### src/pkg/asp_defs.svh
// Offsets, field positions, reset values and timing counts for the serial port
// Assumes inclusion by bare name from design files
`ifndef ASP_DEFS_SVH
`define ASP_DEFS_SVH
`define ASP_ADDR_CTRL 4'h0
`define ASP_ADDR_DATA 4'h4
`define ASP_ADDR_STAT 4'h8
`define ASP_CTRL_MODE_LO 0
`define ASP_CTRL_MODE_HI 1
`define ASP_CTRL_RX_EN 2
`define ASP_CTRL_MP_EN 3
`define ASP_CTRL_TX9 4
`define ASP_CTRL_RX9 5
`define ASP_CTRL_TXDONE 6
`define ASP_CTRL_RXFULL 7
`define ASP_CTRL_DBL 8
`define ASP_CTRL_TXSRC 9
`define ASP_CTRL_RXSRC 10
`define ASP_STAT_TXBUSY 0
`define ASP_STAT_RXBUSY 1
`define ASP_CTRL_RESET 11'h000
`define ASP_SHREG_ONES 9'h1ff
`define ASP_SAMP_A 4'h7
`define ASP_SAMP_B 4'h8
`define ASP_SAMP_C 4'h9
`define ASP_DIV_LAST 4'hf
`endif

### src/pkg/asp_pkg.sv
// Types shared by the serial port design
// Assumes no surroundings beyond a SystemVerilog compiler
package asp_pkg;
    typedef enum logic [1:0] {ASP_MODE_SYNC, ASP_MODE_ONE, ASP_MODE_TWO, ASP_MODE_THREE}
        asp_mode_t;
    typedef enum logic [1:0] {ASP_TX_IDLE, ASP_TX_WAIT, ASP_TX_START, ASP_TX_DATA} asp_tx_st_t;
    typedef enum logic [1:0] {ASP_RX_HUNT, ASP_RX_BITS, ASP_RX_TAIL} asp_rx_st_t;
endpackage

### src/rtl/asp_serial_port.sv
// Asynchronous serial port, framed modes one to three, with Wishbone slave
// Assumes 16x baud ticks from outside timers and a single 250 MHz clock
//
// Summary of operation
// - Start bit first, data path one bit time later, first shift after another.
// - Mode 1 tx shifts in zeros; done flag at tenth rollover after write.
// - Start found as falling edge on rx pin sampled at the system clock rate.
// - On start edge, reset divide-by-16 counter and load all ones.
// - Sample rx at counter states seven, eight, nine; take majority.
// - First bit not zero rejects frame and resumes hunting.
// - Nine-bit rx register; start bit leftmost triggers final shift and decision.
// - Mode 1 loads data, stop into ninth flag, if flag clear and filter passes.
// - Mode 1 returns to hunting at final shift, accepted or not.
// - Modes 2 and 3 use eleven-bit frames with programmable ninth bit.
// - Mode 2 rate is osc/32 or osc/64; mode 3 from selected timer.
// - Modes 2,3 write copies ninth bit and starts after next rollover.
// - Modes 2,3 first shift inserts one at position nine, then zeros.
// - Modes 2,3 done flag set at eleventh rollover after write.
// - Modes 2,3 load data and ninth bit if flag clear and filter passes.
// - Modes 2,3 hunting resumes one bit time after final shift.
// - Modes 2,3 ignore received stop bit value.
// - Interrupt request is OR of both flags, never auto-cleared.
// - Software set or clear of flags acts like hardware.
// - Mode 1 uses ten-bit frames.
// - Mode 1 write loads one at position nine, starts after next rollover.
// - Timer-one rate scaled by two to double-rate bit over thirty-two.
//
// The Wishbone slave port and the register addresses were decided locally.
`timescale 1ns/1ps
`include "asp_defs.svh"
module asp_serial_port #(
    parameter int OSC_DIV_W = 6
) (
    input wire logic sys_clk_in,
    input wire logic rst_in,
    input wire logic [3:0] wb_adr_in,
    input wire logic [31:0] wb_dat_in,
    input wire logic [3:0] wb_sel_in,
    input wire logic wb_we_in,
    input wire logic wb_cyc_in,
    input wire logic wb_stb_in,
    output logic [31:0] wb_dat_out,
    output logic wb_ack_out,
    input wire logic tmr1_ovf_in,
    input wire logic tmr2_ovf_in,
    input wire logic rxd_in,
    output logic txd_out,
    output logic serial_irq_out
);
    // Control register state
    logic [10:0] ctrl_r, ctrl_nxt;
    logic [7:0] serial_buffer_r, serial_buffer_nxt;
    logic [31:0] rdat_r, rdat_nxt;
    logic ack_r, ack_nxt;
    logic irq_r, irq_nxt;
    asp_pkg::asp_mode_t mode;
    logic wr_data, wr_ctrl;
    // Baud tick generation state
    logic [OSC_DIV_W-1:0] osc_div_r, osc_div_nxt;
    logic t1_half_r, t1_half_nxt;
    logic tx_tick, rx_tick;
    // Transmit state
    asp_pkg::asp_tx_st_t tx_st_r, tx_st_nxt;
    logic [3:0] tx_div_r, tx_div_nxt;
    logic [8:0] tx_sh_r, tx_sh_nxt;
    logic tx_first_r, tx_first_nxt;
    logic txd_r, txd_nxt;
    logic tx_set;
    // Receive state
    asp_pkg::asp_rx_st_t rx_st_r, rx_st_nxt;
    logic [3:0] rx_div_r, rx_div_nxt;
    logic [8:0] rx_sh_r, rx_sh_nxt;
    logic [2:0] rx_samp_r, rx_samp_nxt;
    logic rx_first_r, rx_first_nxt;
    logic [7:0] rx_data_r, rx_data_nxt;
    logic rx_set, rx_load9;
    logic [2:0] rxd_sync_r;
    logic rxd_clean_r, rxd_clean_nxt;
    logic rxd_prev_r, rxd_prev_nxt;
    logic rx_vote;

    // Pin synchroniser, three stages; change counts when last two agree
    always_ff @(posedge sys_clk_in) begin
        if (rst_in) begin
            rxd_sync_r <= 3'h7;
        end else begin
            rxd_sync_r <= {rxd_sync_r[1:0], rxd_in};
        end
    end
    always_comb begin
        rxd_clean_nxt = rxd_clean_r;
        if (rxd_sync_r[1] == rxd_sync_r[2]) begin
            rxd_clean_nxt = rxd_sync_r[2];
        end
    end

    assign mode = asp_pkg::asp_mode_t'(ctrl_r[`ASP_CTRL_MODE_HI:`ASP_CTRL_MODE_LO]);
    assign wr_ctrl = wb_cyc_in && wb_stb_in && wb_we_in && !ack_r && wb_sel_in[0]
        && (wb_adr_in == `ASP_ADDR_CTRL);
    assign wr_data = wb_cyc_in && wb_stb_in && wb_we_in && !ack_r && wb_sel_in[0]
        && (wb_adr_in == `ASP_ADDR_DATA);

    // Baud ticks: mode 2 from oscillator divider, modes 1 and 3 from timers
    always_comb begin
        osc_div_nxt = osc_div_r + 1'b1;
        t1_half_nxt = t1_half_r ^ tmr1_ovf_in;
        tx_tick = 1'b0;
        rx_tick = 1'b0;
        if (mode == asp_pkg::ASP_MODE_TWO) begin
            // 16x tick every 2 or 4 clocks: bit rate osc/32 or osc/64
            tx_tick = ctrl_r[`ASP_CTRL_DBL] ? (osc_div_r[0] == 1'b1)
                : (osc_div_r[1:0] == 2'b11);
            rx_tick = tx_tick;
        end else begin
            // Timer 1 overflow halved unless double rate set
            tx_tick = ctrl_r[`ASP_CTRL_TXSRC] ? tmr2_ovf_in
                : (tmr1_ovf_in && (ctrl_r[`ASP_CTRL_DBL] || t1_half_r));
            rx_tick = ctrl_r[`ASP_CTRL_RXSRC] ? tmr2_ovf_in
                : (tmr1_ovf_in && (ctrl_r[`ASP_CTRL_DBL] || t1_half_r));
        end
    end

    // Transmit sequencer
    always_comb begin
        tx_st_nxt = tx_st_r;
        tx_div_nxt = tx_tick ? tx_div_r + 4'h1 : tx_div_r;
        tx_sh_nxt = tx_sh_r;
        tx_first_nxt = tx_first_r;
        txd_nxt = txd_r;
        tx_set = 1'b0;
        case (tx_st_r)
            asp_pkg::ASP_TX_IDLE: begin
                txd_nxt = 1'b1;
            end
            asp_pkg::ASP_TX_WAIT: begin
                // Begin after next rollover of the divide-by-16 counter
                if (tx_tick && tx_div_r == `ASP_DIV_LAST) begin
                    tx_st_nxt = asp_pkg::ASP_TX_START;
                    txd_nxt = 1'b0;
                end
            end
            asp_pkg::ASP_TX_START: begin
                if (tx_tick && tx_div_r == `ASP_DIV_LAST) begin
                    tx_st_nxt = asp_pkg::ASP_TX_DATA;
                    txd_nxt = tx_sh_r[0];
                end
            end
            asp_pkg::ASP_TX_DATA: begin
                if (tx_tick && tx_div_r == `ASP_DIV_LAST) begin
                    // Marker beside MSB or ninth bit: last shift, done
                    if (tx_sh_r[8:2] == 7'h00 && tx_sh_r[1] && !tx_first_r) begin
                        tx_st_nxt = asp_pkg::ASP_TX_IDLE;
                        txd_nxt = 1'b1;
                        tx_set = 1'b1;
                        tx_sh_nxt = 9'h000;
                    end else begin
                        // First shift in modes 2,3 inserts stop bit
                        tx_sh_nxt = {tx_first_r, tx_sh_r[8:1]};
                        tx_first_nxt = 1'b0;
                        txd_nxt = tx_sh_r[1];
                    end
                end
            end
            default: begin
                tx_st_nxt = asp_pkg::ASP_TX_IDLE;
            end
        endcase
        if (wr_data) begin
            // Ninth position: one in mode 1, tx ninth bit otherwise
            tx_sh_nxt = {(mode == asp_pkg::ASP_MODE_ONE) ? 1'b1 : ctrl_r[`ASP_CTRL_TX9],
                wb_dat_in[7:0]};
            tx_first_nxt = (mode != asp_pkg::ASP_MODE_ONE);
            tx_st_nxt = asp_pkg::ASP_TX_WAIT;
        end
    end

    // Receive register holds the first data bit in bit seven, below the start bit; buffer wants it in bit zero
    logic [7:0] rx_sh_rev;
    for (genvar g = 0; g < 8; g++) begin : g_rx_rev
        assign rx_sh_rev[g] = rx_sh_r[7 - g];
    end

    assign rx_vote = (rx_samp_r[0] & rx_samp_r[1]) | (rx_samp_r[0] & rx_samp_r[2])
        | (rx_samp_r[1] & rx_samp_r[2]);

    // Receive sequencer
    always_comb begin
        rx_st_nxt = rx_st_r;
        rx_div_nxt = rx_tick ? rx_div_r + 4'h1 : rx_div_r;
        rx_sh_nxt = rx_sh_r;
        rx_samp_nxt = rx_samp_r;
        rx_first_nxt = rx_first_r;
        rx_data_nxt = rx_data_r;
        rxd_prev_nxt = rxd_clean_r;
        rx_set = 1'b0;
        rx_load9 = 1'b0;
        case (rx_st_r)
            asp_pkg::ASP_RX_HUNT: begin
                // Falling edge while enabled, seen at clock rate >= 16x
                if (ctrl_r[`ASP_CTRL_RX_EN] && mode != asp_pkg::ASP_MODE_SYNC
                        && rxd_prev_r && !rxd_clean_r) begin
                    rx_div_nxt = 4'h0;
                    rx_sh_nxt = `ASP_SHREG_ONES;
                    rx_first_nxt = 1'b1;
                    rx_st_nxt = asp_pkg::ASP_RX_BITS;
                end
            end
            asp_pkg::ASP_RX_BITS: begin
                if (rx_tick) begin
                    // Three samples mid-bit
                    if (rx_div_r == `ASP_SAMP_A) rx_samp_nxt[0] = rxd_clean_r;
                    if (rx_div_r == `ASP_SAMP_B) rx_samp_nxt[1] = rxd_clean_r;
                    if (rx_div_r == `ASP_SAMP_C) rx_samp_nxt[2] = rxd_clean_r;
                    if (rx_div_r == `ASP_DIV_LAST) begin
                        rx_first_nxt = 1'b0;
                        if (rx_first_r && rx_vote) begin
                            rx_st_nxt = asp_pkg::ASP_RX_HUNT;
                        end else if (!rx_sh_r[8]) begin
                            // Start bit leftmost: final shift and decision
                            rx_sh_nxt = {rx_sh_r[7:0], rx_vote};
                            // Mode 1 uses stop bit, modes 2,3 the ninth bit
                            if (!ctrl_r[`ASP_CTRL_RXFULL]
                                    && (!ctrl_r[`ASP_CTRL_MP_EN] || rx_vote)) begin
                                rx_set = 1'b1;
                                rx_load9 = rx_vote;
                                rx_data_nxt = rx_sh_rev;
                            end
                            // Mode 1 hunts at once; modes 2,3 wait out stop
                            rx_st_nxt = (mode == asp_pkg::ASP_MODE_ONE) ? asp_pkg::ASP_RX_HUNT
                                : asp_pkg::ASP_RX_TAIL;
                        end else begin
                            rx_sh_nxt = {rx_sh_r[7:0], rx_vote};
                        end
                    end
                end
            end
            asp_pkg::ASP_RX_TAIL: begin
                // Stop bit time passes unexamined
                if (rx_tick && rx_div_r == `ASP_DIV_LAST) begin
                    rx_st_nxt = asp_pkg::ASP_RX_HUNT;
                end
            end
            default: begin
                rx_st_nxt = asp_pkg::ASP_RX_HUNT;
            end
        endcase
    end

    // Control register, flags and bus answers; hardware set beats software clear
    always_comb begin
        ctrl_nxt = ctrl_r;
        serial_buffer_nxt = serial_buffer_r;
        rdat_nxt = 32'h0000_0000;
        ack_nxt = wb_cyc_in && wb_stb_in && !ack_r;
        if (wr_ctrl) begin
            ctrl_nxt[7:0] = wb_dat_in[7:0];
        end
        if (wr_ctrl && wb_sel_in[1]) begin
            ctrl_nxt[10:8] = wb_dat_in[10:8];
        end
        if (tx_set) begin
            ctrl_nxt[`ASP_CTRL_TXDONE] = 1'b1;
        end
        if (rx_set) begin
            ctrl_nxt[`ASP_CTRL_RXFULL] = 1'b1;
            ctrl_nxt[`ASP_CTRL_RX9] = rx_load9;
            serial_buffer_nxt = rx_data_nxt;
        end
        if (wb_cyc_in && wb_stb_in && !wb_we_in && !ack_r) begin
            case (wb_adr_in)
                `ASP_ADDR_CTRL: rdat_nxt = {21'h000000, ctrl_r};
                `ASP_ADDR_DATA: rdat_nxt = {24'h000000, serial_buffer_r};
                `ASP_ADDR_STAT: rdat_nxt = {30'h00000000,
                    rx_st_r != asp_pkg::ASP_RX_HUNT, tx_st_r != asp_pkg::ASP_TX_IDLE};
                default: rdat_nxt = 32'h0000_0000;
            endcase
        end
        // Request is OR of flags; nothing here clears them
        irq_nxt = ctrl_nxt[`ASP_CTRL_TXDONE] | ctrl_nxt[`ASP_CTRL_RXFULL];
    end

    // All state registers except the pin synchroniser
    always_ff @(posedge sys_clk_in) begin
        if (rst_in) begin
            ctrl_r <= `ASP_CTRL_RESET;
            serial_buffer_r <= 8'h00;
            rdat_r <= 32'h0000_0000;
            ack_r <= 1'b0;
            irq_r <= 1'b0;
            osc_div_r <= '0;
            t1_half_r <= 1'b0;
            tx_st_r <= asp_pkg::ASP_TX_IDLE;
            tx_div_r <= 4'h0;
            tx_sh_r <= 9'h000;
            tx_first_r <= 1'b0;
            txd_r <= 1'b1;
            rx_st_r <= asp_pkg::ASP_RX_HUNT;
            rx_div_r <= 4'h0;
            rx_sh_r <= `ASP_SHREG_ONES;
            rx_samp_r <= 3'h7;
            rx_first_r <= 1'b0;
            rx_data_r <= 8'h00;
            rxd_clean_r <= 1'b1;
            rxd_prev_r <= 1'b1;
        end else begin
            ctrl_r <= ctrl_nxt;
            serial_buffer_r <= serial_buffer_nxt;
            rdat_r <= rdat_nxt;
            ack_r <= ack_nxt;
            irq_r <= irq_nxt;
            osc_div_r <= osc_div_nxt;
            t1_half_r <= t1_half_nxt;
            tx_st_r <= tx_st_nxt;
            tx_div_r <= tx_div_nxt;
            tx_sh_r <= tx_sh_nxt;
            tx_first_r <= tx_first_nxt;
            txd_r <= txd_nxt;
            rx_st_r <= rx_st_nxt;
            rx_div_r <= rx_div_nxt;
            rx_sh_r <= rx_sh_nxt;
            rx_samp_r <= rx_samp_nxt;
            rx_first_r <= rx_first_nxt;
            rx_data_r <= rx_data_nxt;
            rxd_clean_r <= rxd_clean_nxt;
            rxd_prev_r <= rxd_prev_nxt;
        end
    end

    assign wb_dat_out = rdat_r;
    assign wb_ack_out = ack_r;
    assign txd_out = txd_r;
    assign serial_irq_out = irq_r;

    // Interrupt level mirrors the two flags in every cycle
    a_irq_follows_flags: assert property (@(posedge sys_clk_in) disable iff (rst_in)
        serial_irq_out == (ctrl_r[`ASP_CTRL_TXDONE] | ctrl_r[`ASP_CTRL_RXFULL]))
        else $error("irq not OR of flags");
    // Transmit line sequence
    a_tx_start_low: assert property (@(posedge sys_clk_in) disable iff (rst_in)
        (tx_st_r == asp_pkg::ASP_TX_WAIT && tx_st_nxt == asp_pkg::ASP_TX_START)
        |=> !txd_out) else $error("start bit not low");
    a_tx_first_data: assert property (@(posedge sys_clk_in) disable iff (rst_in)
        (tx_st_r == asp_pkg::ASP_TX_START && tx_tick && tx_div_r == `ASP_DIV_LAST)
        |=> txd_out == $past(tx_sh_r[0])) else $error("first data bit wrong");
    a_tx_done_idle: assert property (@(posedge sys_clk_in) disable iff (rst_in)
        tx_set |=> ctrl_r[`ASP_CTRL_TXDONE] && tx_st_r == asp_pkg::ASP_TX_IDLE && txd_out)
        else $error("tx done not flagged");
    a_tx_idle_high: assert property (@(posedge sys_clk_in) disable iff (rst_in)
        tx_st_r == asp_pkg::ASP_TX_IDLE |-> txd_out) else $error("idle line not high");
    // Receive sequence and acceptance
    a_rx_start_load: assert property (@(posedge sys_clk_in) disable iff (rst_in)
        (rx_st_r == asp_pkg::ASP_RX_HUNT && rx_st_nxt == asp_pkg::ASP_RX_BITS)
        |=> rx_div_r == 4'h0 && rx_sh_r == `ASP_SHREG_ONES) else $error("bad rx start");
    a_rx_full_block: assert property (@(posedge sys_clk_in) disable iff (rst_in)
        ctrl_r[`ASP_CTRL_RXFULL] |-> !rx_set) else $error("load while full");
    a_rx_mp_filter: assert property (@(posedge sys_clk_in) disable iff (rst_in)
        (rx_set && ctrl_r[`ASP_CTRL_MP_EN]) |-> rx_load9) else $error("filter fail");
    a_rx_false_start: assert property (@(posedge sys_clk_in) disable iff (rst_in)
        (rx_st_r == asp_pkg::ASP_RX_BITS && rx_first_r && rx_tick
        && rx_div_r == `ASP_DIV_LAST && rx_vote) |=> rx_st_r == asp_pkg::ASP_RX_HUNT)
        else $error("false start kept");
    a_rx_one_hunt: assert property (@(posedge sys_clk_in) disable iff (rst_in)
        (rx_st_r == asp_pkg::ASP_RX_BITS && rx_tick && rx_div_r == `ASP_DIV_LAST
        && !rx_sh_r[8] && mode == asp_pkg::ASP_MODE_ONE)
        |=> rx_st_r == asp_pkg::ASP_RX_HUNT) else $error("mode 1 not hunting");
    a_rx_tail_hunt: assert property (@(posedge sys_clk_in) disable iff (rst_in)
        (rx_st_r == asp_pkg::ASP_RX_TAIL && rx_tick && rx_div_r == `ASP_DIV_LAST)
        |=> rx_st_r == asp_pkg::ASP_RX_HUNT) else $error("tail too long");
    a_rx_hunt_en: assert property (@(posedge sys_clk_in) disable iff (rst_in)
        (rx_st_r == asp_pkg::ASP_RX_HUNT && !ctrl_r[`ASP_CTRL_RX_EN])
        |=> rx_st_r == asp_pkg::ASP_RX_HUNT) else $error("hunt while disabled");
    // Software flag writes and bus answer
    a_sw_flag_write: assert property (@(posedge sys_clk_in) disable iff (rst_in)
        (wr_ctrl && !tx_set && !rx_set) |=> ctrl_r[`ASP_CTRL_RXFULL:`ASP_CTRL_TXDONE]
        == $past(wb_dat_in[`ASP_CTRL_RXFULL:`ASP_CTRL_TXDONE])) else $error("flag write lost");
    a_wb_ack_once: assert property (@(posedge sys_clk_in) disable iff (rst_in)
        wb_ack_out |=> !wb_ack_out) else $error("ack held");
endmodule

### config.mk
export PLATFORM = sky130hd
export DESIGN_NAME = asp_serial_port
export DESIGN_NICKNAME = d
export VERILOG_FILES = /design/src/pkg/asp_pkg.sv /design/src/rtl/asp_serial_port.sv
export VERILOG_INCLUDE_DIRS = /design/src /design/src/pkg
export SDC_FILE = /design/constraint.sdc
export NUM_CORES = 1
export LEC_CHECK = 0
export BUFFER_PORTS_ARGS = -buffer_cell sky130_fd_sc_hd__clkbuf_2
export CAP_MARGIN = 0
export CORE_MARGIN = 2
export CORE_UTILIZATION = 35
export DETAILED_ROUTE_END_ITERATION = 10
export GPL_ROUTABILITY_DRIVEN = 0
export PLACE_DENSITY = 0.55
export SLEW_MARGIN = 30
export SYNTH_ARGS = -nofsm -noshare
export SYNTH_HDL_FRONTEND = slang
export SYNTH_SLANG_ARGS = --single-unit
### constraint.sdc
create_clock -name sys_clk_in -period 2.6 [get_ports sys_clk_in]
set_clock_uncertainty 0.1 [all_clocks]
set_input_delay 0.13 -clock sys_clk_in [delete_from_list [all_inputs] [get_ports sys_clk_in]]
set_output_delay 0.13 -clock sys_clk_in [all_outputs]
set_load 0.005 [all_outputs]
==> metrics.csv, run 1 <==
stage,metric,value,unit
run_status,outcome,completed,
floorplanning,io_pins,83,
timing,fmax,457,MHz
setup_path,cp-end-kind,register,
global_route,grt_use_total,14.4,%
floorplanning,start_util,35.9,%
setup_path,cp_max_fo,20,
placed_design,numPortBuffers,38,
floorplanning,die-width,104,um
routing,ant_nets,0,
setup_path,crit_start,ctrl_r[0]$_SDFFE_PP0N_,
clocking,cts.sinks,76,
pwr,ir_worst_vdd,0.249,mV
clocking,insertion_delay,350,ps
logic_synthesis,ys_ff_latch,76,
logic_synthesis,synthCells,378,
timing,finalHoldViolCount,0,
logic_synthesis,yosysWarnings,0,
setup_path,worstSetupStartpointType,register,
cells_and_area,n_fill_cell,983,
clocking,h-tree-depth,3,
logic_synthesis,yosysSeqAreaShare,43.4,%
routing,wl,7.56,mm
global_route,grt_pass1_vias,2596,
routing,drc,0,
routing,wl_per_cell,13.3,um
routing,drtIter0Drc,113,
routing,vias,2766,
timing,drv_slew,0,
clocking,cts_tree,yes,
logic_synthesis,synth_area_per_cell,9.28,um^2
setup_path,rrSetupSlack,410,ps
floorplanning,die_area,10800,um^2
cells_and_area,regArea,1520,um^2
logic_synthesis,synthFlopType,dfxtp_1,
global_route,antenna_found_initial,0,
cells_and_area,multi_input_area,1780,um^2
routing,firstDrtPassIters,4,
timing,period_share,84.1,%
cells_and_area,drive_gt1_share,17.7,%
logic_synthesis,synth_async_sr_flop_share,0,%
clocking,clk_pin_slew,80,ps
worst_hold_path,hold_class,in -> reg,
pwr,p_leak,1.64,nW
timing,setup_viol,0,
timing,min_period,2190,ps
cells_and_area,area_growth_syn_to_layout,18.2,%
global_route,grt_overflow,0,
pwr,powerDensity,596,nW/um^2
timing,slew_headroom,51.0,%
clocking,cts_buffer_depth,2,
timing,tns,0,ps
routing,avgViaCountPerCell,4.86,
flow_run,maxCapViolCount,0,
timing,worst_pin_slew,725,ps
global_route,grt_max_degree,37,
clocking,cts_buffers,9,
floorplanning,core_area,9770,um^2
logic_synthesis,synth_edf_count,0,
timing,rsz0062_at_grt,false,
cells_and_area,antenna_cells,0,
global_route,grt_pass1_wl,12.6,mm
setup_path,worstSetupPathType,reg -> reg,
logic_synthesis,syn_area,3510,um^2
setup_path,r2r-start,ctrl_r[0]$_SDFFE_PP0N_,
floorplanning,rows,36,
clocking,cts_root_buffer,clkbuf_8,
cells_and_area,nNetsFinal,489,
timing,hold_slack,26.1,ps
setup_path,required,2740,ps
setup_path,cp.arrival,2330,ps
floorplanning,die_h,104,um
placed_design,dp_hpwl,5.48,mm
logic_synthesis,synth_cell_types,56,
worst_hold_path,hp-start,wb_we_in,
clocking,post-cts-setup-buffer-count,0,
[worst max-delay path, stage by stage (launching register included)]
cell,delay (ps)
dfxtp_1,390
nand2b_1,210
a211o_1,510
and3_1,280
nand3b_1,280
o22a_1,300
[flip-flops by register name, indices dropped and copies added (netlist names), 2 cells and up]
| name | cells |
|---|---|
| ctrl_r | 11 |
| wb_dat_out | 11 |
| rx_sh_r | 9 |
| tx_sh_r | 9 |
| serial_buffer_r | 8 |
| rx_div_r | 4 |
| tx_div_r | 4 |
| rx_samp_r | 3 |
| rxd_sync_r | 3 |
| osc_div_r | 2 |
| rx_st_r | 2 |
| tx_st_r | 2 |
[cell usage in the layout, fill, tap and decap left out, drive strengths merged, types with 4 or more instances in the layout]
master / n
a211o: 5
a211oi: 9
a21oi: 22
a22oi: 6
and2: 5
and3: 6
buf: 8
clkbuf: 48
conb: 21
dfxtp: 76
dlygate4sd3: 16
ha: 10
inv: 8
mux2i: 19
nand2: 22
nand3: 15
nand4: 14
nor2: 38
nor2b: 5
nor3: 4
o21ai: 14
o22a: 8
or2: 5
xor2: 4
[per-stage QoR]
step	setup WS, ps	area [um^2]	total power [W]	util, %	std cells
4_1_cts	361	4150	0.00249	42.4	569
3_3_place_gp	434	3750	0.00139	38.4	537
3_5_place_dp	387	3750	0.00140	38.4	537
5_1_grt	166	4150	0.00256	42.4	569
6_report	413	4150	0.00247	42.4	569
2_1_floorplan	819	3580	0.00136	-	398
[synth_stat cells (7+ instances only)]
master,instances,area share [%]
nand3_1,15,2.1
buf_4,21,4.5
ha_1,10,3.6
nand4_1,13,2.3
nor2_1,38,4.1
mux2i_1,19,5.4
a21oi_1,21,3.0
buf_2,7,1.0
o21ai_0,13,1.9
nand2_1,22,2.4
a211oi_1,8,1.7
o22a_1,8,2.0
dfxtp_1,76,43
clkbuf_1,10,1.1
inv_1,8,0.86
[final cells by class]
class / instances / share of cell area [%]
Clock inverter: 6 / 2.71
Multi-Input combinational cell: 274 / 42.9
Clock buffer: 10 / 3.08
Tap cell: 133 / 4.01
Sequential cell: 76 / 36.7
Inverter: 8 / 0.724
Timing Repair Buffer: 62 / 9.89
[what timing repair did]
action	CTS	global route
gates resized for setup	0	0
hold buffers	16	0
hold endpoints to repair	18	0
setup endpoints to repair	0	0
[power by group]
group          switching [W]  internal, W  total, W  leakage [nW]
clock network       0.000445     0.000640   0.00108         0.120
registers          0.0000188      0.00118   0.00120         0.615
logic               0.000102    0.0000825  0.000184         0.901
[cells by family after synthesis]
kind of cell               after synthesis  synth area share (%)
AOI/OAI and AO/OA                       82                  16.0
xor gates and xnor gates                 7                  1.75
adders and majority gates               11                  3.89
buffers and inverters                   48                  8.06
DFF                                     76                  43.4
muxes                                   19                  5.42
other                                    1                 0.107
and+or+nand+nor                        134                  21.4
[metal layers]
layer  share of wire (%)  global-route usage (%)
met2                  48                    24.5
met3                 2.4                    1.88
met4                 2.3                    7.53
met5                   0                       0
met1                  48                    17.8
[final timing paths]
path                                                  to  cells past startpoint
worst max register to register   rx_sh_r[4]$_SDFFE_PP1P_                      5
worst max-delay path             rx_sh_r[4]$_SDFFE_PP1P_                      5
worst min-delay path            wb_dat_out[0]$_SDFF_PP0_                      3
worst min register to register  rxd_sync_r[1]$_SDFF_PP1_                      1
No activity file was read; power rests on OpenSTA's default activity.
==> run 2: changes to the inputs <==
--- a/config.mk
+++ b/config.mk
@@ -12,7 +12,7 @@
 export CORE_UTILIZATION = 35
 export DETAILED_ROUTE_END_ITERATION = 10
 export GPL_ROUTABILITY_DRIVEN = 0
-export PLACE_DENSITY = 0.55
+export PLACE_DENSITY = 0.57
 export SLEW_MARGIN = 30
 export SYNTH_ARGS = -nofsm -noshare
 export SYNTH_HDL_FRONTEND = slang
==> constraint.sdc (replaced) <==
create_clock -name sys_clk_in -period 1.9 [get_ports sys_clk_in]
set_clock_uncertainty 0.1 [all_clocks]
set_input_delay 0.095 -clock sys_clk_in [delete_from_list [all_inputs] [get_ports sys_clk_in]]
set_output_delay 0.095 -clock sys_clk_in [all_outputs]
set_load 0.005 [all_outputs]
==> run 2 against run 1 <==
Critical path depth rose by 1. Via count rose by 4.6%. Clock-buffer cell count rose by 2. Highest routed layer unchanged. Critical path type unchanged. Setup slack got worse by 410 ps. Combinational power rose by 55%. Non-clock buffer count rose by 24. Worst hold slack improved by 21 ps. Clock power rose by 26%. Largest power group unchanged. Register-to-register slack got worse by 410 ps. Sequential cell count did not move.
==> metrics.csv, run 2 (same netlist as run 1, synthesis figures left out) <==
stage,metric,value,unit,change
run_status,outcome,completed,,unchanged
routing,vias,2893,,was 2766
cells_and_area,layout_common_cells,"dfxtp_1, nor2_1, clkbuf_2",,unchanged
floorplanning,rows,36,,unchanged
cells_and_area,nNetsFinal,513,,was 489
placed_design,dpl_worst_slack,-110,ps,was 387 ps
floorplanning,die-width,104,um,unchanged
global_route,grt_overflow,0,,unchanged
pwr,p_leak,1.75,nW,was 1.64 nW
timing,min_period,1890,ps,was 2190 ps
floorplanning,core_area,9770,um^2,unchanged
routing,wl,8.03,mm,was 7.56 mm
global_route,grt_pass1_vias,2739,,was 2596
global_route,antenna_found_initial,0,,unchanged
setup_path,critPathMaxStageDelay,540,ps,was 510 ps
clocking,cts_root_buffer,clkbuf_8,,unchanged
timing,setup_ws,6.40,ps,was 413 ps
setup_path,cp.arrival,2020,ps,was 2330 ps
clocking,cts_tree,yes,,unchanged
routing,ant_nets,0,,unchanged
routing,met2_wirelength,3.83,mm,was 3.61 mm
placed_design,numPortBuffers,38,,unchanged
cells_and_area,drive_gt1_share,25.7,%,was 17.7%
setup_path,crit_path_top_delay_cell,or4_4,,was a211o_1
routing,drc,0,,unchanged
timing,drv_slew,0,,unchanged
cells_and_area,n_fill_cell,955,,was 983
clocking,clk_pin_slew,80,ps,about the same
clocking,cts_buffer_depth,2,,unchanged
pwr,powerDensity,749,nW/um^2,was 596 nW/um^2
routing,drt-met1-wl,3.76,mm,was 3.59 mm
cells_and_area,antenna_cells,0,,unchanged
setup_path,required,2020,ps,was 2740 ps
timing,rsz0062_at_grt,true,,was false
placed_design,dp_hpwl,5.67,mm,was 5.48 mm
cells_and_area,post-route-util,44.9,%,was 42.4%
setup_path,cp-end-kind,register,,unchanged
floorplanning,io_pins,83,,unchanged
cells_and_area,final_common_cell,dfxtp_1,,unchanged
routing,avgViaCountPerCell,4.88,,was 4.86
clocking,cts_buffers,9,,unchanged
worst_hold_path,hold_class,in -> reg,,unchanged
setup_path,worstSetupStartpointType,register,,unchanged
setup_path,cp_max_fo,4,,was 20
global_route,grt_pass1_wl,13.0,mm,was 12.6 mm
clocking,h-tree-depth,3,,unchanged
floorplanning,die_area,10800,um^2,unchanged
clocking,insertion_delay,360,ps,was 350 ps
floorplanning,die_h,104,um,unchanged
routing,firstDrtPassIters,5,,was 4
cells_and_area,final_cells,593,,was 569
setup_path,cp_cell_sequence,or4_4 > nor4_4 > buf_4 > o2111ai_2 > nand2_1 > a41oi_2,,was nand2b_1 > a211o_1 > and3_1 > nand3b_1 > o22a_1
placed_design,place_inst,553,,was 537
setup_path,worstSetupPathType,reg -> reg,,unchanged
routing,highest_layer,met4,,unchanged
routing,met3_length,253,um,was 180 um
floorplanning,start_util,35.9,%,unchanged
timing,tns,0,ps,unchanged
timing,fmax,528,MHz,was 457 MHz
timing,finalHoldViolCount,0,,unchanged
global_route,grt_max_degree,57,,was 37
global_route,grt_use_total,15.1,%,was 14.4%
timing,setup_viol,0,,unchanged
pwr,ir_worst_vdd,0.309,mV,was 0.249 mV
timing,period_share,99.7,%,was 84.1%
flow_run,maxCapViolCount,0,,unchanged
cells_and_area,area_growth_syn_to_layout,25.1,%,was 18.2%
setup_path,cp_top_family,simple AND/OR/NAND/NOR gates,,was compound AO/OA/AOI/OAI gates
routing,drtIter0Drc,130,,was 113
routing,wl_per_cell,13.5,um,was 13.3 um
setup_path,cp.buffers_inverters,1,,was 0
clocking,cts.sinks,76,,unchanged
[run 2: stage by stage]
| step | cell area, um^2 | hold WS [ps] | power (W) |
|---|---|---|---|
| finish | 4390 | 46.8 | 0.00329 |
| CTS | 4300 | 35.1 | 0.00330 |
| global route | 4390 | 57.5 | 0.00343 |
| floorplan | 3580 | 98.8 | 0.00186 |
| global placement | 3880 | 180 | 0.00192 |
| detailed placement | 3880 | 189 | 0.00193 |
[run 2: final timing paths]
check                            from                        to  slack (ps)  depth (start not counted)
max reg2reg   tx_sh_r[5]$_SDFFE_PP0P_   tx_st_r[0]$_SDFFE_PP0P_           6                          6
min                      wb_adr_in[1]  wb_dat_out[1]$_SDFF_PP0_          50                          3
max           tx_sh_r[5]$_SDFFE_PP0P_   tx_st_r[0]$_SDFFE_PP0P_           6                          6
min reg2reg  rxd_sync_r[0]$_SDFF_PP1_  rxd_sync_r[1]$_SDFF_PP1_         310                          1
[run 2: area by class of cell]
class / instances / area [um^2] / share of cell area (%)
flip-flops and latches: 76 / 1530 / 34.8
inverters: 8 / 30.0 / 0.684
clock buffers: 12 / 145 / 3.30
clock inverters: 4 / 72.6 / 1.65
repair buffers: 86 / 608 / 13.8
well taps: 133 / 166 / 3.79
multi-input cells: 274 / 1840 / 41.9
[run 2: worst register-to-register path: stages, from the launching register on]
cell and delay [ps]:
dfxtp_2 340, or4_4 540, nor4_4 330, buf_4 190
o2111ai_2 90, nand2_1 90, a41oi_2 80
[run 2: layer usage]
layer	global-route usage, %	up-vias
met5	0	-
met4	8.11	0
met3	2.07	12
met2	25.2	71
met1	18.8	1329
li1	-	1481
[run 2: power breakdown]
group,internal [W],switching [W]
clock,0.000775,0.000585
sequential,0.00162,0.0000243
combinational,0.000135,0.000151
total,0.00253,0.000760
[run 2: repair_timing]
action                                  in CTS  in global routing
gates cloned                                 0                  1
endpoints found under the hold margin       23                  0
pin swaps                                    2                  8
gates resized for setup                      2                 19
endpoints found under the setup margin      15                 36
buffers inserted                             4                  3
hold buffers                                16                  0
==> run 3: changes to the inputs <==
--- a/config.mk
+++ b/config.mk
@@ -12,7 +12,7 @@
 export CORE_UTILIZATION = 35
 export DETAILED_ROUTE_END_ITERATION = 10
 export GPL_ROUTABILITY_DRIVEN = 0
-export PLACE_DENSITY = 0.57
+export PLACE_DENSITY = 0.55
 export SLEW_MARGIN = 30
 export SYNTH_ARGS = -nofsm -noshare
 export SYNTH_HDL_FRONTEND = slang
==> constraint.sdc (replaced) <==
create_clock -name sys_clk_in -period 2.1 [get_ports sys_clk_in]
set_clock_uncertainty 0.1 [all_clocks]
set_input_delay 0.105 -clock sys_clk_in [delete_from_list [all_inputs] [get_ports sys_clk_in]]
set_output_delay 0.105 -clock sys_clk_in [all_outputs]
set_load 0.005 [all_outputs]
==> run 3 against run 2 <==
Clock-buffer cell count grew 1. Core utilization shrank 1.7 points. Sequential cell count is the same. Routed wire length shrank 3.5%. Maximum frequency shrank 4.2%. Die area is the same. Largest power group unchanged.
==> metrics.csv, run 3 (same netlist as run 1, synthesis figures left out) <==
stage,metric,value,unit,change
global_route,grt_pass1_vias,2695,,was 2739
setup_path,worstSetupPathType,reg -> reg,,unchanged
worst_hold_path,hold_class,in -> reg,,unchanged
placed_design,dpl-instance-area,3840,um^2,was 3880 um^2
routing,vias,2853,,was 2893
cells_and_area,regArea,1520,um^2,was 1530 um^2
pwr,pwr-share-clk,41.9,%,was 41.3%
global_route,grt_overflow,0,,unchanged
pwr,switching_share,22.6,%,was 23.1%
cells_and_area,final_common_cell,dfxtp_1,,unchanged
routing,drc,0,,unchanged
routing,drtIter0Drc,140,,was 130
routing,wl,7.75,mm,was 8.03 mm
clocking,h-tree-depth,3,,unchanged
clocking,cts.sinks,76,,unchanged
clocking,cts_buffer_depth,2,,unchanged
placed_design,numPortBuffers,38,,unchanged
clocking,cts_tree,yes,,unchanged
run_status,outcome,completed,,unchanged
cells_and_area,antenna_cells,0,,unchanged
floorplanning,rows,36,,unchanged
pwr,powerDensity,708,nW/um^2,was 749 nW/um^2
pwr,total_power,0.00300,W,was 0.00329 W
cells_and_area,n_fill_cell,988,,was 955
floorplanning,die_h,104,um,unchanged
timing,setup_viol,0,,unchanged
floorplanning,start_util,35.9,%,unchanged
pwr,p_leak,1.70,nW,was 1.75 nW
cells_and_area,nNetsFinal,501,,was 513
cells_and_area,multi_input_area,1790,um^2,was 1840 um^2
global_route,grt_pass1_wl,13.0,mm,about the same
global_route,grt_max_degree,20,,was 57
pwr,ir_worst_vdd,0.313,mV,was 0.309 mV
routing,ant_nets,0,,unchanged
pwr,p_int,0.00232,W,was 0.00253 W
floorplanning,io_pins,83,,unchanged
flow_run,maxCapViolCount,0,,unchanged
timing,setup_ws,123,ps,was 6.40 ps
placed_design,dp_hpwl,5.77,mm,was 5.67 mm
timing,finalHoldViolCount,0,,unchanged
timing,fmax,506,MHz,was 528 MHz
cells_and_area,area_growth_syn_to_layout,20.5,%,was 25.1%
clocking,insertion_delay,350,ps,was 360 ps
global_route,grt_use_total,14.8,%,was 15.1%
setup_path,cp-end-kind,register,,unchanged
floorplanning,die_area,10800,um^2,unchanged
timing,period_share,94.1,%,was 99.7%
floorplanning,core_area,9770,um^2,unchanged
pwr,pwr-share-comb,8.4,%,was 8.7%
timing,min_period,1980,ps,was 1890 ps
timing,drv_slew,0,,unchanged
clocking,cts_buffers,9,,unchanged
pwr,p_switching,0.000677,W,was 0.000760 W
setup_path,required,2280,ps,was 2020 ps
setup_path,cp.arrival,2150,ps,was 2020 ps
cells_and_area,drive_gt1_share,20.1,%,was 25.7%
floorplanning,die-width,104,um,unchanged
setup_path,cp_max_fo,5,,was 4
clocking,cts_root_buffer,clkbuf_8,,unchanged
routing,wl_per_cell,13.3,um,was 13.5 um
placed_design,dpl_worst_slack,76.5,ps,was -110 ps
routing,firstDrtPassIters,5,,unchanged
pwr,seq_power_share,49.7,%,was 50.0%
routing,avgViaCountPerCell,4.91,,was 4.88
cells_and_area,layout_common_cells,"dfxtp_1, nor2_1, clkbuf_2",,unchanged
clocking,clk_pin_slew,70,ps,was 80 ps
setup_path,worstSetupStartpointType,register,,unchanged
cells_and_area,final_cell_area,4230,um^2,was 4390 um^2
global_route,antenna_found_initial,0,,unchanged
==> run 3: changes by cell type in the layout (fill, tap and decap cells not counted), moves of 2 or more <==
| cell | delta |
|---|---|
| dfxtp_1 | +5 |
| and3_1 | +3 |
| dfxtp_2 | -5 |
| and3_2 | -2 |
| buf_4 | -7 |
| buf_6 | -2 |
==> run 3: path summary, 6_finish.rpt <==
path                              end  cells past startpoint  slack [ps]                     start
max           tx_st_r[1]$_SDFFE_PP0P_                      5         120   tx_sh_r[1]$_SDFFE_PP0P_
min          wb_dat_out[0]$_SDFF_PP0_                      3          20                  wb_we_in
min reg2reg  rxd_sync_r[1]$_SDFF_PP1_                      1         320  rxd_sync_r[0]$_SDFF_PP1_
max reg2reg   tx_st_r[1]$_SDFFE_PP0P_                      5         120   tx_sh_r[1]$_SDFFE_PP0P_
==> run 3: metal layers <==
layer / track usage, % / vias up / wire length (um)
li1: - / 1449 / -
met1: 19.1 / 1334 / 3690
met2: 24.4 / 59 / 3710
met3: 2.88 / 11 / 239
met4: 5.89 / 0 / 111
met5: 0 / - / 0
==> run 3: repair_timing <==
item,CTS,global route
endpoints found under the setup margin,0,10
hold buffers,15,0
setup buffers,0,1
resized for setup,0,1
hold endpoints to repair,18,0
==> run 3: worst max-delay path, cell delays in order (launching register included) <==
cell and delay [ps]:
dfxtp_1 380, or3b_2 490, nor4_4 350, nand4_1 180, o22ai_2 190, mux2i_1 210
==> run 3: area by class of cell <==
type	count	share of cell area, %
flip-flops and latches	76	36.0
multi-input cells	274	42.2
clock inverters	3	1.63
inverters	8	0.710
well taps	133	3.93
clock buffers	13	3.76
repair buffers	74	11.8
==> run 3: power by group through the flow <==
stage / Clock [W] / Sequential, W / Combinational [W]
finish: 0.00125 / 0.00149 / 0.000251
detailed placement: 0 / 0.00152 / 0.000220
global route: 0.00134 / 0.00149 / 0.000281
global placement: 0 / 0.00152 / 0.000216
floorplan: 0 / 0.00152 / 0.000166
CTS: 0.00129 / 0.00149 / 0.000244
==> run 3: stage by stage <==
stage | hold slack [ps] | instances | setup TNS, ps | util (%)
final | 17.7 | 581 | 0 | 43.3
after floorplan | 109 | 398 | 0 | -
after global placement | 191 | 549 | 0 | 39.3
after detailed placement | 196 | 549 | 0 | 39.3
after CTS | 3.13 | 580 | 0 | 43.1
after global routing | 24.6 | 581 | -14.9 | 43.3
